<file path="src/hdl/fpr_pkg.sv">
// Constants, types and timing for the flash power and reset command block
// Operation
// RL1 - Opcodes arrive MSB first over eight clocks
// RL2 - Wake with identifier takes 24 dummy clocks
// RL3 - Host holds select for forty clocks minimum
// RL4 - Identifier byte repeats MSB first while selected
// RL5 - Ultra wake triggers internal reset, clears SRAM
// RL6 - Ultra wake reinitialises, then settles in standby
// RL7 - Off-byte select release aborts wake command
// RL8 - 79h, or B9h with select bit clear
// RL9 - Ultra state ignores everything except wake
// RL10 - 79h enters ultra; extra bits ignored
// RL11 - 79h ignored while program or erase busy
// RL12 - Off-byte 79h aborts; power-up in standby
// RL13 - Reset needs 66h then 99h, nothing between
// RL14 - Host releases select one clock between frames
// RL15 - Reset after 99h restores all defaults
// RL16 - No command accepted during reset sequence
// RL17 - Host checks busy and suspend before reset
// RL18 - Terminate aborts program or erase at once
// RL19 - Terminate ignores the write latch state
// RL20 - Terminate needs terminate_permit set beforehand
// RL21 - Terminate needs a following confirmation byte
// RL22 - Host uses suspend and resume to pause
// RL23 - Plain wake: release after eighth clock
// RL24 - Deep state accepts only wake and reset
// RL25 - Wrong confirmation byte cancels terminate command
// RL26 - Latencies counted from select release; busy meanwhile
package fpr_pkg;
  // ************************************************************
  // Opcodes and data values
  // ************************************************************
  localparam logic [7:0] OP_WAKE        = 8'hab;
  localparam logic [7:0] OP_DEEP        = 8'hb9;
  localparam logic [7:0] OP_ULTRA       = 8'h79;
  localparam logic [7:0] OP_RESET_EN    = 8'h66;
  localparam logic [7:0] OP_RESET       = 8'h99;
  localparam logic [7:0] OP_TERMINATE   = 8'hf0;
  localparam logic [7:0] TERM_CONFIRM   = 8'hd0;
  // Identifier value is arbitrary
  localparam logic [7:0] DEVICE_ID      = 8'h5a;

  // ************************************************************
  // Frame counting
  // ************************************************************
  localparam int unsigned CNT_W         = 6;
  localparam logic [5:0]  ID_START_BIT  = 6'h1f;
  localparam logic [2:0]  BYTE_LAST_BIT = 3'h7;
  localparam logic [2:0]  BYTE_FIRST    = 3'h0;

  // ************************************************************
  // Latencies
  // ************************************************************
  localparam int unsigned CLK_PERIOD_NS      = 40;
  localparam int unsigned ULTRA_WAKE_NS      = 3000;
  localparam int unsigned ULTRA_ENTRY_NS     = 3000;
  localparam int unsigned SOFT_RESET_NS      = 1000;
  localparam int unsigned LAT_W              = 8;
  localparam logic [7:0]  ULTRA_WAKE_CYC     = 8'((ULTRA_WAKE_NS / CLK_PERIOD_NS) - 1);
  localparam logic [7:0]  ULTRA_ENTRY_CYC    = 8'((ULTRA_ENTRY_NS / CLK_PERIOD_NS) - 1);
  localparam logic [7:0]  SOFT_RESET_CYC     = 8'((SOFT_RESET_NS / CLK_PERIOD_NS) - 1);

  // ************************************************************
  // Types
  // ************************************************************
  typedef struct packed {
    logic sclk;
    logic cs_n;
    logic si;
  } fpr_link_type;

  typedef enum logic [1:0] {
    ST_OPCODE,
    ST_CONFIRM,
    ST_BEYOND
  } fpr_stage_type;

  typedef enum logic [2:0] {
    MD_STANDBY,
    MD_DEEP,
    MD_ULTRA,
    MD_WAKE,
    MD_ENTER,
    MD_RESET
  } fpr_mode_type;
endpackage

</file>
<file path="src/hdl/fpr_cmd.sv">
// Power-down, reset and terminate command interpreter of the serial flash
`timescale 1ns/1ps
`default_nettype none
module fpr_cmd (
  input  wire logic clock,
  input  wire logic nrst,
  input  wire logic sclk,
  input  wire logic cs_n,
  input  wire logic si,
  input  wire logic power_down_select,
  input  wire logic terminate_permit,
  input  wire logic busy_flag,
  output var  logic so,
  output var  logic so_oe,
  output var  logic device_busy,
  output var  logic deep_low_power_state,
  output var  logic ultra_low_power_state,
  output var  logic soft_reset,
  output var  logic sram_clear,
  output var  logic terminate_op
);
  import fpr_pkg::*;

  // ************************************************************
  // Pin synchronisers and edge detection
  // ************************************************************
  fpr_link_type s1_q, s2_q, s3_q;
  logic         sclk_rise, sclk_fall, cs_rise;

  always_ff @(posedge clock) begin
    if (!nrst) begin
      s1_q <= '{sclk: 1'b0, cs_n: 1'b1, si: 1'b0};
      s2_q <= '{sclk: 1'b0, cs_n: 1'b1, si: 1'b0};
      s3_q <= '{sclk: 1'b0, cs_n: 1'b1, si: 1'b0};
    end else begin
      s1_q <= '{sclk: sclk, cs_n: cs_n, si: si};
      s2_q <= s1_q;
      s3_q <= s2_q;
    end
  end

  assign sclk_rise = s2_q.sclk & ~s3_q.sclk & ~s2_q.cs_n;
  assign sclk_fall = ~s2_q.sclk & s3_q.sclk & ~s2_q.cs_n;
  assign cs_rise   = s2_q.cs_n & ~s3_q.cs_n;

  // ************************************************************
  // Frame shifter and identifier output
  // ************************************************************
  logic [CNT_W-1:0] cnt_q, cnt_d;
  logic [7:0]       op_q, op_d, cf_q, cf_d;
  fpr_stage_type    stage_q, stage_d;
  logic             id_q, id_d, so_q, so_d, oe_q, oe_d;
  logic             id_allowed, aligned;
  fpr_mode_type     mode_q, mode_d;

  assign id_allowed = (mode_q == MD_STANDBY) || (mode_q == MD_DEEP);
  assign aligned    = (cnt_q[2:0] == BYTE_FIRST) && (stage_q != ST_OPCODE);

  always_comb begin
    cnt_d   = cnt_q;
    op_d    = op_q;
    cf_d    = cf_q;
    stage_d = stage_q;
    id_d    = id_q;
    so_d    = so_q;
    oe_d    = oe_q;
    if (s2_q.cs_n) begin
      cnt_d   = '0;
      stage_d = ST_OPCODE;
      id_d    = 1'b0;
      oe_d    = 1'b0;
    end else begin
      if (sclk_rise) begin
        cnt_d = cnt_q + 6'h01;
        if (stage_q == ST_OPCODE) begin
          op_d = {op_q[6:0], s2_q.si}; // RL1
        end else if (stage_q == ST_CONFIRM) begin
          cf_d = {cf_q[6:0], s2_q.si}; // RL21
        end
        if (cnt_q[2:0] == BYTE_LAST_BIT && stage_q != ST_BEYOND) begin
          stage_d = (stage_q == ST_OPCODE) ? ST_CONFIRM : ST_BEYOND;
        end
        if (cnt_q == ID_START_BIT && op_q == OP_WAKE && id_allowed) begin
          id_d = 1'b1; // RL2
        end
      end
      if (sclk_fall && id_q) begin
        so_d = DEVICE_ID[BYTE_LAST_BIT - cnt_q[2:0]]; // RL4
        oe_d = 1'b1;
      end
    end
  end

  always_ff @(posedge clock) begin
    if (!nrst) begin
      cnt_q   <= '0;
      op_q    <= 8'h00;
      cf_q    <= 8'h00;
      stage_q <= ST_OPCODE;
      id_q    <= 1'b0;
      so_q    <= 1'b0;
      oe_q    <= 1'b0;
    end else begin
      cnt_q   <= cnt_d;
      op_q    <= op_d;
      cf_q    <= cf_d;
      stage_q <= stage_d;
      id_q    <= id_d;
      so_q    <= so_d;
      oe_q    <= oe_d;
    end
  end

  assign so    = so_q;
  assign so_oe = oe_q;

  // ************************************************************
  // Power mode, reset arming and latency counter
  // ************************************************************
  logic [LAT_W-1:0] lat_q, lat_d;
  fpr_mode_type     tgt_q, tgt_d;
  logic             arm_q, arm_d, rst_q, rst_d, sram_q, sram_d, term_q, term_d;
  logic             busy_q, busy_d, deep_q, deep_d, ultra_q, ultra_d;
  logic             done;

  assign done = (lat_q == '0);

  always_comb begin
    mode_d = mode_q;
    tgt_d  = tgt_q;
    arm_d  = arm_q;
    lat_d  = done ? lat_q : lat_q - 8'h01;
    rst_d  = 1'b0;
    sram_d = 1'b0;
    term_d = 1'b0;
    unique case (mode_q)
      MD_STANDBY: begin
        if (cs_rise && aligned) begin // RL7 RL12
          arm_d = 1'b0; // RL13
          if (op_q == OP_ULTRA && !busy_flag) begin // RL10 RL11
            mode_d = MD_ENTER;
            tgt_d  = MD_ULTRA;
            lat_d  = ULTRA_ENTRY_CYC; // RL26
          end else if (op_q == OP_DEEP && !busy_flag) begin
            mode_d = MD_ENTER;
            tgt_d  = power_down_select ? MD_DEEP : MD_ULTRA; // RL8
            lat_d  = ULTRA_ENTRY_CYC;
          end else if (op_q == OP_RESET_EN) begin
            arm_d = 1'b1;
          end else if (op_q == OP_RESET && arm_q) begin
            mode_d = MD_RESET; // RL15
            rst_d  = 1'b1;
            lat_d  = SOFT_RESET_CYC;
          end else if (op_q == OP_TERMINATE && stage_q == ST_BEYOND
                       && cf_q == TERM_CONFIRM && terminate_permit) begin
            term_d = 1'b1; // RL18 RL19 RL20 RL25
          end
        end
      end
      MD_DEEP: begin
        if (cs_rise && aligned) begin
          arm_d = 1'b0;
          if (op_q == OP_WAKE) begin // RL23 RL24
            mode_d = MD_WAKE;
            lat_d  = ULTRA_WAKE_CYC;
          end else if (op_q == OP_RESET_EN) begin
            arm_d = 1'b1;
          end else if (op_q == OP_RESET && arm_q) begin
            mode_d = MD_RESET;
            rst_d  = 1'b1;
            lat_d  = SOFT_RESET_CYC;
          end
        end
      end
      MD_ULTRA: begin
        if (cs_rise && aligned && op_q == OP_WAKE) begin // RL9
          mode_d = MD_WAKE; // RL6
          rst_d  = 1'b1; // RL5
          sram_d = 1'b1;
          lat_d  = ULTRA_WAKE_CYC;
        end
      end
      MD_WAKE: begin
        if (done) begin
          mode_d = MD_STANDBY;
        end
      end
      MD_ENTER: begin
        if (done) begin
          mode_d = tgt_q;
        end
      end
      MD_RESET: begin
        arm_d = 1'b0; // RL16
        if (done) begin
          mode_d = MD_STANDBY;
        end
      end
      default: begin
        mode_d = MD_STANDBY;
      end
    endcase
    busy_d  = (mode_d == MD_WAKE) || (mode_d == MD_ENTER) || (mode_d == MD_RESET);
    deep_d  = (mode_d == MD_DEEP);
    ultra_d = (mode_d == MD_ULTRA);
  end

  always_ff @(posedge clock) begin
    if (!nrst) begin
      mode_q  <= MD_STANDBY;
      tgt_q   <= MD_STANDBY;
      arm_q   <= 1'b0;
      lat_q   <= '0;
      rst_q   <= 1'b0;
      sram_q  <= 1'b0;
      term_q  <= 1'b0;
      busy_q  <= 1'b0;
      deep_q  <= 1'b0;
      ultra_q <= 1'b0;
    end else begin
      mode_q  <= mode_d;
      tgt_q   <= tgt_d;
      arm_q   <= arm_d;
      lat_q   <= lat_d;
      rst_q   <= rst_d;
      sram_q  <= sram_d;
      term_q  <= term_d;
      busy_q  <= busy_d;
      deep_q  <= deep_d;
      ultra_q <= ultra_d;
    end
  end

  assign device_busy           = busy_q;
  assign deep_low_power_state  = deep_q;
  assign ultra_low_power_state = ultra_q;
  assign soft_reset            = rst_q;
  assign sram_clear            = sram_q;
  assign terminate_op          = term_q;

  logic stable_mode;
  assign stable_mode = (mode_q == MD_STANDBY) || (mode_q == MD_DEEP) || (mode_q == MD_ULTRA);
  logic ultra_wake_seen;
  assign ultra_wake_seen = sram_q;
endmodule
`default_nettype wire

</file>
<file path="config.mk">
export PLATFORM = sky130hd
export DESIGN_NAME = fpr_cmd
export DESIGN_NICKNAME = d
export VERILOG_FILES = /design/src/hdl/fpr_pkg.sv /design/src/hdl/fpr_cmd.sv
export SDC_FILE = /design/constraint.sdc
export NUM_CORES = 1
export LEC_CHECK = 0
export BUFFER_PORTS_ARGS = -buffer_cell sky130_fd_sc_hd__buf_4
export CORE_ASPECT_RATIO = 2
export CORE_MARGIN = 2
export CORE_UTILIZATION = 35
export CTS_CLUSTER_DIAMETER = 40
export DETAILED_ROUTE_END_ITERATION = 8
export PLACE_DENSITY_LB_ADDON = 0.15
export SYNTH_ARGS = -nofsm -noshare
export SYNTH_HDL_FRONTEND = slang
export SYNTH_SLANG_ARGS = --single-unit
</file>
<file path="constraint.sdc">
create_clock -name clock -period 2 [get_ports clock]
set_input_delay 0.2 -clock clock [delete_from_list [all_inputs] [get_ports clock]]
set_output_delay 0.2 -clock clock [all_outputs]
set_load 0.1 [all_outputs]
</file>
# == After elaboration in Yosys (flattened, before gate mapping) ==
# Memories as Yosys holds them, arrays and structs flattened. A register that Yosys moved wholly into a read port is not among the register bits.
# Index checks and enable logic that the tools add are counted.
# classes
mul,0
n_mux,42
reduce_logical,36
shift,0
order_cmp,0
bitwise_logic,13
n_eq_ne,24
div,0
addsub,3
# op_table
operator,n
$mux W8,9
$eq A8 B8 Y1 const B,5
$mux W3,12
$pmux W8 S3,1
$eq A8 B7 Y1 const B,2
$eq A3 B3 Y1 const B,5
$mux W1,15
$pmux W3 S5,1
$logic_and A1 B1 Y1,13
$eq A3 B2 Y1 const B,4
$reduce_and A3 Y1,3
$logic_not A8 Y1,1
$not A1 Y1,8
$reduce_and A2 Y1,4
$sub A8 B1 Y8 const B,1
$reduce_or A7 Y1,1
$add A6 B1 Y6 const B,1
$eq A3 B1 Y1 const B,2
$eq A6 B5 Y1 const B,1
$logic_not A3 Y1,2
$pmux W1 S3,2
$and A1 B1 Y1,5
$mux W2,2
$ne A2 B1 Y1 const B,2
11 further kinds,16
# word_totals
output_inout_bits,8
latch_bits,0
regBits,55
mem_count,1
mem_bits_ro,8
inputBits,8
ram_bits,0
# memory_table
memory,depth,width,read_ports,rd_clocked_by_memory_dff,write_ports,line,text
(name not given),8,1,1,1,0,fpr_cmd.sv:88,so_d = DEVICE_ID[BYTE_LAST_BIT - cnt_q[2:0]];

# == Logic depth before layout (Yosys ltp) ==
# logic_depth
depth_word,11
mapped_depth,8
depth_no_buf,7

# == Worst setup path after synthesis ==
# OpenSTA, ideal clock, no wires.
# synth_path
path_type,register -> register
start,register cnt_q[0]
end,register lat_q[2]
path_stages_with_launch,9
setup_slack_ps,-159
t_arrival_ps,2033
period_less_slack_ps,2159
path_buffers,1
required_time_ps,1874
path_cell_list,dfxtp_1 -> inv_1 -> ha_1 -> nand4bb_1 -> or4_1 -> buf_2 -> or4_4 -> a32oi_2 -> nor3_1
# synth_between
elab_chain_cells,6
word_cells_on_any_way,8
classes_between,4 x mux; 4 x reduce/logical
# synth_lines
item,line,text
from (decl),fpr_cmd.sv:49,"logic [CNT_W-1:0] cnt_q, cnt_d;"
from (signal assigned),fpr_cmd.sv:104,cnt_q <= cnt_d;
$logic_not A3 Y1 (*),fpr_cmd.sv:57,assign aligned = (cnt_q[2:0] == BYTE_FIRST) && (stage_q != ST_OPCODE);
$logic_and A1 B1 Y1 (*),fpr_cmd.sv:57,
$logic_and A1 B1 Y1 (*),"fpr_cmd.sv:138, fpr_cmd.sv:161, fpr_cmd.sv:176",
$logic_and A1 B1 Y1,fpr_cmd.sv:176,if (cs_rise && aligned && op_q == OP_WAKE) begin
$mux W8,fpr_cmd.sv:176,
$pmux W8 S3 (*),fpr_cmd.sv:136,unique case (mode_q)
to (signal assigned),fpr_cmd.sv:224,lat_q <= lat_d;
to (decl),fpr_cmd.sv:120,"logic [LAT_W-1:0] lat_q, lat_d;"
# Every way passes the cells marked *; elsewhere a longest branch is shown, timed or not.
# A chain may end at the register's enable or synchronous reset.

# == Worst setup path in the final report ==
# layout_path
start,register cnt_q[1]
end,register lat_q[5]
# The elaborated chain is that of the path after synthesis.

==> flow_metrics.py <==
metrics = {
    "outcome": {
        "status": "completed",
    },
    "cts": {
        "clkLatencyLatePin_ns": 0.29,
        "cts_buffers": 5,
        "root_buffer": "clkbuf_16",
        "h-tree-depth": 2,
        "clkSlewWorstSetupHoldPaths_ns": 0.07,
        "clkSinkCount": 55,
        "cts.path.max_buffers": 2,
        "cts_tree": "done",
    },
    "die": {
        "die_x_um": 64.1,
        "dieArea_um2": 7960,
        "start_util_pct": 36.4,
        "io_pins": 16,
        "num_rows": 43,
        "core_um2": 6940,
        "chipHeight_um": 124,
    },
    "global_routing": {
        "gr-usage-met2_pct": 36.1,
        "grt_usage_pct": 18.0,
        "grt_max_degree": 19,
        "grt_pass1_wl_mm": 10.9,
        "grt_pass1_vias": 2271,
        "overflow": 0,
        "grtUsageMet1_pct": 15.8,
        "top_usage_layer": "met2",
        "gr-usage-met3_pct": 3.07,
        "antenna_found_initial": 0,
    },
    "route": {
        "drtPass1Iterations": 4,
        "drc": 0,
        "wl_per_cell_um": 15.8,
        "antenna_left": 0,
        "dr_total_vias": 2272,
        "viasPerCell": 5.36,
        "drt_iter0_drc": 75,
        "drt-total-wl_mm": 6.71,
    },
    "power_and_ir_drop": {
        "pwr-share-seq_pct": 45.2,
        "p_clk_share_pct": 31.1,
        "irDropWorstVdd_mv": 0.574,
        "combPwrFrac_pct": 23.8,
        "p_leak_uw": 0.00123,
        "intPower_uw": 1940,
        "p_sw_share_pct": 28.2,
        "pwr_density_cell_nw_per_um2": 859,
        "p_sw_uw": 762,
    },
    "critical_path": {
        "cp-end-kind": "register",
        "slowest_stage": "or4_4",
        "worstPathCellList": "inv_2 > ha_4 > nand4bb_1 > or4_4 > or4_4 > a32oi_4 > nor3_1",
        "r2r_setup_slack_ns": 0.02,
        "crit_path_frequent_cell": "or4_4",
        "timing.rr.end": "lat_q[5]",
        "slowest_delay_ns": 0.46,
        "arrival_ns": 2.16,
        "r2r-start": "cnt_q[1]",
        "cp_top_family": "simple AND/OR/NAND/NOR gates",
        "required_ns": 2.17,
        "worst_r2r_path_depth": 7,
        "crit_fanout": 4,
        "path_depth": 7,
        "critical_path_class": "register to register",
        "startpoint_type": "register",
        "path_buf_inv": 1,
    },
    "hold_path": {
        "min_path_type": "primary input to register",
        "whs_path_depth": 2,
        "holdPathEnd": "s1_q[1]",
        "min_from": "cs_n",
    },
    "logic_synthesis": {
        "yosys_warnings": 0,
        "synthArstFlopShare_pct": 0,
        "avgSynthCellArea_um2": 8.72,
        "synth_seq_cells": 55,
        "synth_edf_count": 0,
        "synth_area_um2": 2530,
        "yosysSeqAreaShare_pct": 43.6,
        "syn_nets": 303,
        "syn_inst": 290,
        "synth_ff_type": "dfxtp_1",
        "synth_cell_types": 51,
    },
    "sta": {
        "fmax_mhz": 504,
        "finalHoldViolations": 0,
        "tightest_slew_ns": 0.583,
        "setup_viol": 0,
        "relSlewSlack_pct": 61.1,
        "rsz0062_at_grt": "yes",
        "timing.final.ws_setup_ns": 0.0167,
        "drv_slew": 0,
        "hold_slack_ns": 0.0911,
        "min_period_ns": 1.98,
        "period_share_pct": 99.2,
        "fin_skew_ns": 0.00603,
    },
    "final_layout": {
        "antennaDiodeCount": 0,
        "syn_to_final_growth_pct": 24.4,
        "nNetsFinal": 347,
        "final_cell_mix": "54 x buf_4, 53 x dfxtp_1, 34 x nor2_1",
        "fill_cells": 700,
        "final_common_cell": "buf_4",
        "drive_gt1_share_pct": 22.2,
    },
    "placement": {
        "dpl.hpwl_mm": 5.18,
        "gp_congestion": 0.826,
        "pre_cts_ws_ns": -0.0722,
        "port_buffers": 15,
    },
    "job": {
        "drv_cap": 0,
    },
}
==> layer usage <==
layer	wire, um	vias to the layer above
met5	0	-
li1	-	1122
met1	2300	1065
met2	3820	63
met4	338	0
met3	256	22
==> cell families after synthesis <==
group / synth area share (%)
compound gates: 12.8
xor+xnor: 3.81
fa+ha+maj: 2.48
buf+inv: 3.96
flops: 43.6
mux: 3.56
simple gates: 29.9
==> flip-flops by register name, indices dropped and copies added, names as in the netlist, 3 cells and up <==
| name | cells |
|---|---|
| mode_q | 3 |
| s2_q | 3 |
| s1_q | 3 |
| cnt_q | 6 |
| op_q | 8 |
| lat_q | 8 |
| cf_q | 8 |
==> layout make-up <==
type | instances | area [um2] | area share, %
flip-flops and latches | 55 | 1100 | 35.1
inverters | 8 | 30.0 | 0.955
multi-input cells | 210 | 1350 | 43.1
clock inverters | 2 | 13.8 | 0.438
well taps | 90 | 113 | 3.58
repair buffers | 54 | 405 | 12.9
clock buffers | 5 | 125 | 3.98
==> power groups by stage <==
stage                     logic, uW  registers [uW]  clock network [uW]
after floorplan                 433            1240                   0
after global placement          639            1240                   0
after detailed placement        638            1250                   0
after CTS                       644            1220                 874
after global routing            714            1230                 909
final                           642            1220                 839
==> through the flow <==
step | cells | cell area, um2 | utilization (%) | power [uW] | TNS (ns)
finish | 424 | 3140 | 45.3 | 2700 | 0
global route | 424 | 3140 | 45.3 | 2860 | -0.187
CTS | 422 | 3130 | 45.1 | 2740 | 0
detailed placement | 415 | 2960 | 42.7 | 1880 | -0.249
global placement | 415 | 2960 | 42.7 | 1880 | -0.0135
floorplan | 290 | 2530 | - | 1670 | -0.485
==> synthesized netlist by cell type, types with 7 or more instances <==
cell type	number	share of area, %
nor2_1	34	5.0
nor3_1	13	2.6
dfxtp_1	55	44
nor4_1	9	2.2
inv_1	8	1.2
a21oi_1	21	4.2
xnor2_1	10	3.5
nand2_1	21	3.1
mux2i_1	9	3.6
nand2b_1	7	1.7
clkbuf_1	14	2.1
nand3_1	11	2.2
==> how the worst max path moves through the flow <==
stage              from       end  slack (ns)
2_1_floorplan  cnt_q[0]  lat_q[2]       -0.12
3_3_place_gp   cnt_q[1]  lat_q[2]      -0.007
3_5_place_dp   cnt_q[1]  lat_q[5]       -0.07
4_1_cts        cnt_q[1]  lat_q[5]       0.003
5_1_grt        cnt_q[1]  lat_q[5]       -0.05
6_report       cnt_q[1]  lat_q[5]        0.02
==> repair_timing <==
| action | CTS | global route |
|---|---|---|
| endpoints found under the setup margin | 5 | 6 |
| hold buffers | 0 | 0 |
| gates resized for setup | 7 | 0 |
| buffers inserted | 0 | 2 |
| pin swaps | 0 | 0 |
==> worst register-to-register path, stage by stage, from the launching register on <==
cell	delay, ns
dfxtp_2	0.32
inv_2	0.07
ha_4	0.12
nand4bb_1	0.13
or4_4	0.46
or4_4	0.45
a32oi_4	0.23
nor3_1	0.08
(Power assumes the default switching activity.)
